<file path="config.mk">
export PLATFORM = sky130hd
export DESIGN_NAME = brt_core
export DESIGN_NICKNAME = d
export VERILOG_FILES = /design/src/hw/brt_core.v /design/src/hw/brt_filter.v /design/src/hw/brt_prescale.v
export VERILOG_INCLUDE_DIRS = /design/src /design/src/pkg
export SDC_FILE = /design/constraint.sdc
export NUM_CORES = 1
export LEC_CHECK = 0
export BUFFER_PORTS_ARGS = -buffer_cell sky130_fd_sc_hd__buf_2
export CORE_AREA = 2 2 112 103
export DETAILED_ROUTE_END_ITERATION = 8
export DIE_AREA = 0 0 114 105
export PLACE_DENSITY = 0.71
export REMOVE_ABC_BUFFERS = 1
export SLEW_MARGIN = 0
export SYNTH_ARGS = -nofsm -noshare
export SYNTH_HDL_FRONTEND = slang
export SYNTH_HIERARCHICAL = 1
export SYNTH_SLANG_ARGS = --single-unit
export TNS_END_PERCENT = 1
</file>
<file path="constraint.sdc">
create_clock -name i_clk -period 5 [get_ports i_clk]
set_input_delay 1.5 -clock i_clk [delete_from_list [all_inputs] [get_ports i_clk]]
set_output_delay 1.5 -clock i_clk [all_outputs]
set_load 0.05 [all_outputs]
</file>
<file path="src/pkg/brt_defs.vh">
// brt_defs.vh: constants shared by the basic reload timer files
// assumes inclusion by bare name from every design file of the timer
`ifndef BRT_DEFS_VH
`define BRT_DEFS_VH

// operating mode codes
`define BRT_MODE_TIMER 2'h0
`define BRT_MODE_COUNT 2'h1
`define BRT_MODE_TRIG 2'h2
`define BRT_MODE_GATE 2'h3

// reset values
`define BRT_CNT_RST 16'h0000
`define BRT_RELOAD_RST 16'hFFFF
`define BRT_PSC_RST 16'h0000

// filter table entries: {sample divide exponent[1:0], sample count N[3:0]}
`define BRT_FLT_BYPASS 3'h0
`define BRT_FLT_TAB1 6'h02
`define BRT_FLT_TAB2 6'h04
`define BRT_FLT_TAB3 6'h06
`define BRT_FLT_TAB4 6'h24
`define BRT_FLT_TAB5 6'h26
`define BRT_FLT_TAB6 6'h36
`define BRT_FLT_TAB7 6'h38

`endif

</file>
<file path="src/hw/brt_core.v">
// brt_core.v: basic 16-bit reload timer with trigger filter and flip outputs
// assumes all control inputs are synchronous to i_clk, write strobes one cycle
`timescale 1ns/1ns
`include "brt_defs.vh"

module brt_core #(
   parameter W = 16
) (
   // clock and reset
   input wire i_clk,
   input wire i_sys_rst,
   // trigger sources
   input wire i_external_trigger_input,
   input wire i_internal_trigger_input,
   // configuration levels
   input wire [1:0] i_mode,
   input wire i_source_select_bit,
   input wire i_input_sense_select,
   input wire i_single_run_select,
   input wire i_flip_output_enable,
   input wire [2:0] i_external_filter_setting,
   input wire [W-1:0] i_prescale_value,
   // run enable write
   input wire i_run_wr,
   input wire i_run_wdata,
   // reload value write
   input wire i_reload_wr,
   input wire [W-1:0] i_reload_wdata,
   // flag clears
   input wire i_overflow_clr,
   input wire i_trigger_clr,
   // status
   output reg o_run_en,
   output reg [W-1:0] o_count_value,
   output reg [W-1:0] o_reload_value,
   output reg o_reload_wrap_pulse,
   output reg o_overflow_flag,
   output reg o_trigger_seen_flag,
   // flip output pins
   output reg o_flip_out_true,
   output reg o_flip_out_inverse
);

   localparam [W-1:0] ONE = {{(W-1){1'b0}}, 1'b1};

   wire filt;
   wire divided_count_clock;
   wire src;
   wire sensed;
   wire gate_on;
   wire edge_seen;
   wire mode_count;
   wire mode_trig;
   wire mode_gate;
   wire trig_evt;
   wire os_end;
   wire step;
   wire pre_load;
   wire reload_low;

   reg sensed_r;
   reg os_r;
   reg phase_r;
   reg run_nxt;
   reg ovf_nxt;
   reg trig_nxt;
   reg phase_nxt;

   brt_filter u_filter (
      .i_clk(i_clk),
      .i_sys_rst(i_sys_rst),
      .i_external_filter_setting(i_external_filter_setting),
      .i_external_trigger_input(i_external_trigger_input),
      .o_filtered(filt)
   );

   // mode decode
   assign mode_count = (i_mode == `BRT_MODE_COUNT);
   assign mode_trig = (i_mode == `BRT_MODE_TRIG);
   assign mode_gate = (i_mode == `BRT_MODE_GATE);

   // source choice and sense; xor maps sense 1 onto low level / falling edge
   assign src = i_source_select_bit ? i_internal_trigger_input : filt;
   assign sensed = src ^ i_input_sense_select;
   assign edge_seen = sensed & ~sensed_r;
   // the gate always comes from the external pin, whatever the source select
   assign gate_on = filt ^ i_input_sense_select;
   assign trig_evt = mode_trig & edge_seen;

   // one-shot end: the cycle in which the wrap pulse is high with os_r set
   assign os_end = o_reload_wrap_pulse & os_r;

   // prescaler input: counter mode counts source edges, gate mode counts clocks while the gate is on, the rest count clocks
   assign step = o_run_en & ~os_end &
                 (mode_count ? edge_seen : mode_gate ? gate_on : 1'b1);
   assign pre_load = (run_nxt & ~o_run_en) | o_reload_wrap_pulse;

   brt_prescale #(
      .W(W)
   ) u_prescale (
      .i_clk(i_clk),
      .i_sys_rst(i_sys_rst),
      .i_prescale_value(i_prescale_value),
      .i_load(pre_load),
      .i_trig_src(mode_count),
      .i_clr(~o_run_en),
      .i_step(step),
      .o_divided_count_clock(divided_count_clock)
   );

   assign reload_low = i_reload_wdata < o_count_value;

   // run enable: hardware stop and trigger start override a software write
   always @* begin
      run_nxt = o_run_en;
      if (i_run_wr)
         run_nxt = i_run_wdata;
      if (os_end)
         run_nxt = 1'b0;
      if (trig_evt)
         run_nxt = 1'b1;
   end

   // sticky flags: a set in the clearing cycle wins
   always @* begin
      ovf_nxt = o_overflow_flag;
      if (i_overflow_clr)
         ovf_nxt = 1'b0;
      if (os_end)
         ovf_nxt = 1'b1;
      if (o_reload_wrap_pulse & ~os_r)
         ovf_nxt = 1'b1;
      trig_nxt = o_trigger_seen_flag;
      if (i_trigger_clr)
         trig_nxt = 1'b0;
      if (trig_evt)
         trig_nxt = 1'b1;
   end

   // flip phase rests high so enabling starts with the true output high
   always @* begin
      phase_nxt = phase_r;
      if (!i_flip_output_enable)
         phase_nxt = 1'b1;
      else if (o_reload_wrap_pulse)
         phase_nxt = ~phase_r;
   end

   always @(posedge i_clk or posedge i_sys_rst) begin
      if (i_sys_rst) begin
         sensed_r <= 1'b0;
         os_r <= 1'b0;
         phase_r <= 1'b1;
         o_run_en <= 1'b0;
         o_count_value <= `BRT_CNT_RST;
         o_reload_value <= `BRT_RELOAD_RST;
         o_reload_wrap_pulse <= 1'b0;
         o_overflow_flag <= 1'b0;
         o_trigger_seen_flag <= 1'b0;
         o_flip_out_true <= 1'b0;
         o_flip_out_inverse <= 1'b0;
      end else begin
         sensed_r <= sensed;
         o_run_en <= run_nxt;
         o_overflow_flag <= ovf_nxt;
         o_trigger_seen_flag <= trig_nxt;
         phase_r <= phase_nxt;
         o_reload_wrap_pulse <= 1'b0;
         if (i_reload_wr) begin
            o_reload_value <= i_reload_wdata;
            // a reload below the count restarts silently rather than wrapping
            if (reload_low)
               o_count_value <= `BRT_CNT_RST;
            else if (divided_count_clock & o_run_en & ~os_end)
               o_count_value <= o_count_value + ONE;
         end else if (divided_count_clock & o_run_en & ~os_end) begin
            if (o_count_value == o_reload_value) begin
               o_count_value <= `BRT_CNT_RST;
               o_reload_wrap_pulse <= 1'b1;
               os_r <= i_single_run_select;
            end else begin
               o_count_value <= o_count_value + ONE;
            end
         end
         // both outputs low when disabled, otherwise complementary
         o_flip_out_true <= i_flip_output_enable & phase_nxt;
         o_flip_out_inverse <= i_flip_output_enable & ~phase_nxt;
      end
   end

endmodule // brt_core

</file>
<file path="src/hw/brt_filter.v">
// brt_filter.v: synchroniser and sample-count filter for the external trigger
// assumes i_clk is the bus clock and the setting is held steady while in use
`timescale 1ns/1ns
`include "brt_defs.vh"

module brt_filter (
   // clock and reset
   input wire i_clk,
   input wire i_sys_rst,
   // configuration
   input wire [2:0] i_external_filter_setting,
   // pin in, filtered level out
   input wire i_external_trigger_input,
   output reg o_filtered
);

   // decode one setting into {divide exponent, sample count}
   function [5:0] brt_flt_decode;
      input [2:0] sel;
      begin
         case (sel)
            3'h1: brt_flt_decode = `BRT_FLT_TAB1;
            3'h2: brt_flt_decode = `BRT_FLT_TAB2;
            3'h3: brt_flt_decode = `BRT_FLT_TAB3;
            3'h4: brt_flt_decode = `BRT_FLT_TAB4;
            3'h5: brt_flt_decode = `BRT_FLT_TAB5;
            3'h6: brt_flt_decode = `BRT_FLT_TAB6;
            3'h7: brt_flt_decode = `BRT_FLT_TAB7;
            default: brt_flt_decode = 6'h00;
         endcase
      end
   endfunction

   reg sync0_r;
   reg sync1_r;
   reg [2:0] div_r;
   reg last_r;
   reg [3:0] run_r;
   wire [5:0] tab;
   wire [3:0] need;
   wire [2:0] mask;
   wire tick;

   assign tab = brt_flt_decode(i_external_filter_setting);
   assign need = tab[3:0];
   assign mask = (tab[5:4] == 2'h0) ? 3'h0 : (tab[5:4] == 2'h1) ? 3'h1 :
                 (tab[5:4] == 2'h2) ? 3'h3 : 3'h7;
   // sample strobe is the bus clock divided by 2^exponent
   assign tick = ((div_r & mask) == mask);

   always @(posedge i_clk or posedge i_sys_rst) begin
      if (i_sys_rst) begin
         sync0_r <= 1'b0;
         sync1_r <= 1'b0;
         div_r <= 3'h0;
         last_r <= 1'b0;
         run_r <= 4'h0;
         o_filtered <= 1'b0;
      end else begin
         // two-flop synchroniser before anything looks at the pin
         sync0_r <= i_external_trigger_input;
         sync1_r <= sync0_r;
         div_r <= div_r + 3'h1;
         if (i_external_filter_setting == `BRT_FLT_BYPASS) begin
            o_filtered <= sync1_r;
            last_r <= sync1_r;
            run_r <= 4'h0;
         end else if (tick) begin
            if (sync1_r != last_r) begin
               last_r <= sync1_r;
               run_r <= 4'h1;
            end else if (run_r < need) begin
               run_r <= run_r + 4'h1;
               // level is trusted only after N matching samples
               if (run_r + 4'h1 == need)
                  o_filtered <= last_r;
            end
         end
      end
   end

endmodule // brt_filter

</file>
<file path="src/hw/brt_prescale.v">
// brt_prescale.v: programmable prescaler producing the divided count clock pulse
// assumes i_step marks each source event, one cycle wide
`timescale 1ns/1ns
`include "brt_defs.vh"

module brt_prescale #(
   parameter W = 16
) (
   // clock and reset
   input wire i_clk,
   input wire i_sys_rst,
   // control
   input wire [W-1:0] i_prescale_value,
   input wire i_load,
   input wire i_trig_src,
   input wire i_clr,
   input wire i_step,
   // divided count clock pulse
   output reg o_divided_count_clock
);

   reg [W-1:0] act_r;
   reg [W-1:0] cnt_r;
   wire [W-1:0] term;

   // bus clock divides by value+1, trigger source by value (zero acts as one)
   assign term = !i_trig_src ? act_r :
                 (act_r == {W{1'b0}}) ? {W{1'b0}} : act_r - {{(W-1){1'b0}}, 1'b1};

   always @(posedge i_clk or posedge i_sys_rst) begin
      if (i_sys_rst) begin
         act_r <= `BRT_PSC_RST;
         cnt_r <= {W{1'b0}};
         o_divided_count_clock <= 1'b0;
      end else begin
         o_divided_count_clock <= 1'b0;
         // new value only taken at overflow or at run start
         if (i_load)
            act_r <= i_prescale_value;
         // the count keeps its phase across a load, else each overflow would stretch the period
         if (i_clr) begin
            cnt_r <= {W{1'b0}};
         end else if (i_step) begin
            if (cnt_r >= term) begin
               cnt_r <= {W{1'b0}};
               o_divided_count_clock <= 1'b1;
            end else begin
               cnt_r <= cnt_r + {{(W-1){1'b0}}, 1'b1};
            end
         end
      end
   end

endmodule // brt_prescale

</file>
## Word level (Yosys, flattened, before mapping)

Cells that the tools add are included.

| word-level totals | value |
|---|---|
| bits of input ports | 50 |
| register bits | 85 |

| operators by class | value |
|---|---|
| reduce and logical (&&, ||, !) cells | 17 |
| add/subtract/negate cells | 5 |
| mux-type cells | 45 |
| equal/unequal tests | 18 |
| $lt $le $gt $ge | 3 |
| bitwise gates (word level) | 22 |

Operator list:

| cell | count |
|---|---|
| two-way mux 16 bit | 10 |
| one-hot mux 6 bit (7 select lines) | 1 |
| adder 16 x 1 -> 16 bit, second input constant | 2 |
| two-way mux 1 bit | 27 |
| == test 16 bit | 1 |
| >= comparator 16 bit | 1 |
| zero test 16 bit | 1 |
| less-than comparator 16 bit | 1 |
| two-way mux 4 bit | 4 |
| subtractor 16 x 1 -> 16 bit, second input constant | 1 |
| nonzero test 2 bit | 7 |
| == test 3 bit, second input constant | 4 |
| bitwise AND 1 bit | 11 |
| two-way mux 3 bit | 3 |
| inverter 1 bit | 7 |
| == test 2 bit, second input constant | 3 |
| == test 3 x 2 -> 1 bit, second input constant | 2 |
| AND reduction 2 bit | 3 |
| nonzero test 3 bit | 2 |
| adder 4 x 1 -> 4 bit, second input constant | 1 |
| == test 2 x 1 -> 1 bit, second input constant | 2 |
| == test 4 bit | 1 |
| less-than comparator 4 bit | 1 |
| != test 2 x 1 -> 1 bit, second input constant | 2 |
| other kinds (11) | 12 |

## Depth between registers and ports, before layout

| depth | value |
|---|---|
| depth after elaboration | 10 |
| mapped depth | 15 |
| depth with buffers taken out | 14 |

## Hierarchy

Netlist, hierarchy kept.

By module, submodules not included:

| module | instances | cells an instance | area an instance (um2) |
|---|---|---|---|
| brt_core | 1 | 230 | 2456.1 |
| brt_prescale | 1 | 235 | 2197.1 |
| brt_filter | 1 | 69 | 674.4 |

## Worst setup path after synthesis

Ideal clock, no wire load.

| path | value |
|---|---|
| path kind | input-to-reg |
| start | in i_mode[0] |
| end | reg u_prescale.cnt_r[7] |
| stages | 14 |
| required time | 4.884 ns |
| path buffers | 1 |
| arrival | 4.427 ns |
| path slack | 0.457 ns |
| cell sequence | nor2b_1 > nor4b_4 > nand2_1 > or3_1 > nor3_1 > xor2_1 > nand2_1 > ha_1 > a21oi_1 > nor2_1 > a211oi_1 > o211ai_1 > buf_2 > o311ai_0 |

| on the way | value |
|---|---|
| word-level cells in the longest chain between the ends | 6 |
| elaborated cells between the ends (all ways) | 11 |

Ends and longest elaborated chain:

| element | line | source |
|---|---|---|
| from (decl) | brt_core.v:16 | `input wire [1:0] i_mode,` |
| == test 2 x 1 -> 1 bit (no source line) | - |  |
| two-way mux 16 bit | brt_prescale.v:27 | `assign term = !i_trig_src ? act_r :` |
| >= comparator 16 bit | brt_prescale.v:44 | `if (cnt_r >= term) begin` |
| two-way mux 16 bit | brt_prescale.v:44 |  |
| two-way mux 16 bit | brt_prescale.v:43 | `end else if (i_step) begin` |
| two-way mux 16 bit | brt_prescale.v:41 | `if (i_clr) begin` |
| to (signal assigned) | brt_prescale.v:42 | `cnt_r <= {W{1'b0}};` |
| to (signal assigned) | brt_prescale.v:45 | `cnt_r <= {W{1'b0}};` |
| to (signal assigned) | brt_prescale.v:48 | `cnt_r <= cnt_r + {{(W-1){1'b0}}, 1'b1};` |
| to (decl) | brt_prescale.v:23 | `reg [W-1:0] cnt_r;` |

Several ways; a longest one is shown, not always the timed one. The select of a mux whose other input is x is not followed.
A chain may end at the register's enable or synchronous reset.

## Worst setup path after layout

| path | value |
|---|---|
| start | in i_mode[1] |
| end | reg u_prescale.cnt_r[9] |

| on the way | value |
|---|---|
| word-level cells in the longest chain between the ends | 6 |
| elaborated cells between the ends (all ways) | 11 |

Ends and longest elaborated chain:

| element | line | source |
|---|---|---|
| == test 2 x 1 -> 1 bit (no source line) * | - |  |
| via mode_count | brt_core.v:52 | `wire mode_count;` |
| two-way mux 16 bit | brt_prescale.v:27 |  |
| >= comparator 16 bit | brt_prescale.v:44 |  |
| two-way mux 16 bit | brt_prescale.v:44 |  |
| two-way mux 16 bit | brt_prescale.v:43 |  |
| two-way mux 16 bit | brt_prescale.v:41 |  |

Mark *: on every way through the listed nets, which the timed path passes. The rest lies on a longest branch. The select of a mux whose other input is x is not followed.

==> impl_metrics.tcl <==
set metrics [dict create \
    antenna_found_initial 0 \
    pre_cts_slack_ns 0.0185 \
    clock-sinks 85 \
    die_h_um 105 \
    power.switching_uw 684 \
    critical_path_class "in2reg" \
    relSlewSlack_pct 37.0 \
    worst_slack_ns 0.676 \
    synth-warning-count 6 \
    critPathLaunchType "input pin" \
    fill_cells 933 \
    cts_hold_buffers 0 \
    cp_num_cells 16 \
    ys_types 65 \
    powerDensity_mw_per_mm2 330 \
    tightest_slew_ns 0.941 \
    row_count 36 \
    critical-path-top-delay-family "simple AND/OR/NAND/NOR gates" \
    gp_congestion 0.843 \
    hold_viol 0 \
    period_needed_ns 4.32 \
    cp.arrival_ns 4.58 \
    drive_gt1_share_pct 28.2 \
    finalMaxSlewViolations 0 \
    drt-wirelength-per-cell_um 15.6 \
    dieArea_mm2 0.0120 \
    overflow 0 \
    grtUsageTotal_pct 21.1 \
    cts_max_level 3 \
    worstSetupEndpointType "register" \
    cts_buffer_depth 2 \
    final_common_cell "buf_2" \
    clk_pin_slew_ns 0.06 \
    worstHoldPathCells 0 \
    n_antenna_cell 0 \
    cap_violations 0 \
    hp-class "reg2reg" \
    required_ns 5.25 \
    grt_pass1_wl_um 20400 \
    timing.fmax_ghz 0.231 \
    vias 4264 \
    ant_nets 0 \
    finalSetupTns_ns 0 \
    clock_power_share_pct 31.4 \
    dp_hpwl_um 8920 \
    vias_per_cell 5.60 \
    seqPwrFrac_pct 43.6 \
    synthFlopType "dfrtp_1" \
    setup_viol 0 \
    initial_core_util_pct 49.7 \
    vdd_drop_max_uv 403 \
    port_buffers 87 \
    outcome "finished clean" \
    rsz0062_at_grt "no" \
    cp_cell_sequence "buf_2, nor2b_1, nor4b_4, nand2_1, or3_1, nor3_1, xor2_1, nand2_1, ha_1, a21oi_1, nor2_1, a211oi_1, o211ai_1, buf_4, or3_1, o21ai_0" \
    wirelength_um 11900 \
    cts_tree "done" \
    synthArstFlopShare_pct 100 \
    p_comb_share_pct 25.0 \
    clock_latency_ns 0.34 \
    cts_resized 0 \
    critPathMaxStageDelay_ns 0.38 \
    drc 0 \
    ff_latch_area_mm2 0.00215 \
    timing.critical_path.buf_inv 2 \
    core_area_mm2 0.0107 \
    ff2ff_path_depth 14 \
    cts_root_buffer "clkbuf_16" \
    syn_avg_cell_area_um2 9.98 \
    ioPinCount 88 \
    synthCells 534 \
    multi_input_area_mm2 0.00295 \
    finalCritPeriodShare_pct 86.5 \
    fin_nets 711 \
    cts_buffers 9 \
    final_cell_mix "87 x buf_2, 68 x dfrtp_1, 55 x nand2_1" \
    grt_max_degree 41 \
    die_w_um 114 \
    synth_edf_count 0 \
    ys_ff_latch 85 \
    netlist_area_mm2 0.00533 \
    critPathMaxFanout 10 \
    crit_slowest_cell "or3_1" \
    switching_share_pct 33.6 \
    intPower_uw 1350 \
    yosysSeqAreaShare_pct 40.3 \
    grt_pass1_vias 4212 \
    firstDrtPassIters 4 \
    drtIter0Drc 220 \
    fin_worst_skew_ns 0.00889 \
    areaGrowthSynthToFinish_pct 15.5 \
    leakagePower_uw 0.00284 \
]
-- through the flow --
step                      std cells  total power, uW  hold WS [ns]  cell area [um2]  utilization (%)
after global routing            761             2160         0.362             6160             57.4
after global placement          743             1380         0.332             5850             54.6
final                           761             2030         0.349             6160             57.4
after floorplan                 520             1260         0.331             5230                -
after CTS                       759             2050         0.352             6140             57.3
after detailed placement        743             1400         0.336             5850             54.6
-- worst paths after layout --
kind                       slack, ns                               to                       startpoint
max                             0.68  u_prescale/cnt_r[9]$_DFFE_PP0P_                        i_mode[1]
min reg2reg                     0.35       u_filter/sync1_r$_DFF_PP0_       u_filter/sync0_r$_DFF_PP0_
max reg2reg                     1.39  u_prescale/cnt_r[9]$_DFFE_PP0P_  u_prescale/act_r[9]$_DFFE_PP0P_
min                             0.35       u_filter/sync1_r$_DFF_PP0_       u_filter/sync0_r$_DFF_PP0_
min in group asynchronous       1.02  o_trigger_seen_flag$_DFFE_PP0P_                        i_sys_rst
max in group asynchronous       3.28   o_reload_value[15]$_DFFE_PP1P_                        i_sys_rst
-- Yosys cell counts (3+ instances only) --
library cell  count  area (um2)
mux2_2           31         349
nor2_1           25        93.8
mux2i_1           5        50.1
xnor2_1          25         219
inv_1            34         128
nand3_1          20         100
clkbuf_1          6        22.5
o311ai_0          4        35.0
dfrtp_1          68        1700
o211ai_1          5        37.5
dfstp_2          17         447
and2_1            3        18.8
a21o_1            6        45.0
a21oi_1          19        95.1
a22o_1            4        35.0
nand2_1          55         206
xor2_1           24         210
ha_1             38         475
o21ai_0          22         110
nor2b_1           5        31.3
a211oi_1          8        60.1
nor4_1            5        31.3
or3_1             9        56.3
buf_6             6        67.6
nor3_1           22         110
nand4_1          16         100
and4_1            3        26.3
-- power by group through the flow --
stage | combinational (uW) | clock, uW | sequential [uW]
global route | 568 | 688 | 902
detailed placement | 505 | 0 | 897
finish | 508 | 639 | 888
floorplan | 326 | 0 | 930
CTS | 508 | 658 | 886
global placement | 484 | 0 | 892
-- logic make-up (layout without fill, tap and decap cells) --
logic type / count (synthesis) / after routing / synth area share [%]
AO/OA/AOI/OAI: 87 / 87 / 11.0
XOR/XNOR: 50 / 50 / 8.36
adder cells (fa/ha/maj): 38 / 38 / 8.92
buffers and inverters: 48 / 142 / 4.25
flip-flops: 85 / 85 / 40.3
multiplexers: 37 / 37 / 7.77
AND/OR/NAND/NOR: 189 / 189 / 19.4
-- final cells by class --
cell class / count / area share, %
clock buffers: 10 / 3.88
flip-flops and latches: 85 / 34.9
well taps: 133 / 2.70
multi-input cells: 401 / 48.0
inverters: 34 / 2.07
repair buffers: 92 / 7.68
clock inverters: 6 / 0.793
-- flip-flops by register name, indices dropped and copies added (netlist names), 3 cells and up --
register          flops
o_count_value        16
o_reload_value       16
u_prescale/act_r     16
u_prescale/cnt_r     16
u_filter/run_r        4
u_filter/div_r        3
-- worst register-to-register path, cell delays in order (launching register included) --
cell	delay [ns]
dfrtp_1	0.44
or3_4	0.41
nor3_1	0.25
nand3_1	0.14
nor4b_1	0.39
xor2_1	0.19
nand2_1	0.08
ha_1	0.31
a21oi_1	0.15
nand2_1	0.06
a211oi_1	0.33
o211ai_1	0.17
buf_4	0.19
or3_1	0.33
o21ai_0	0.08
-- routing by layer --
layer	part of all wire [%]	vias up	GRT usage, %
met1	48	2042	29.9
li1	-	2102	-
met4	0.88	0	4.53
met5	0	-	0
met3	4.8	8	5.28
met2	47	112	32.6
-- repair_timing --
action,in CTS,in global routing
setup buffers,0,2
hold endpoints to repair,0,0
setup endpoints to repair,0,1
(Power assumes the default switching activity.)
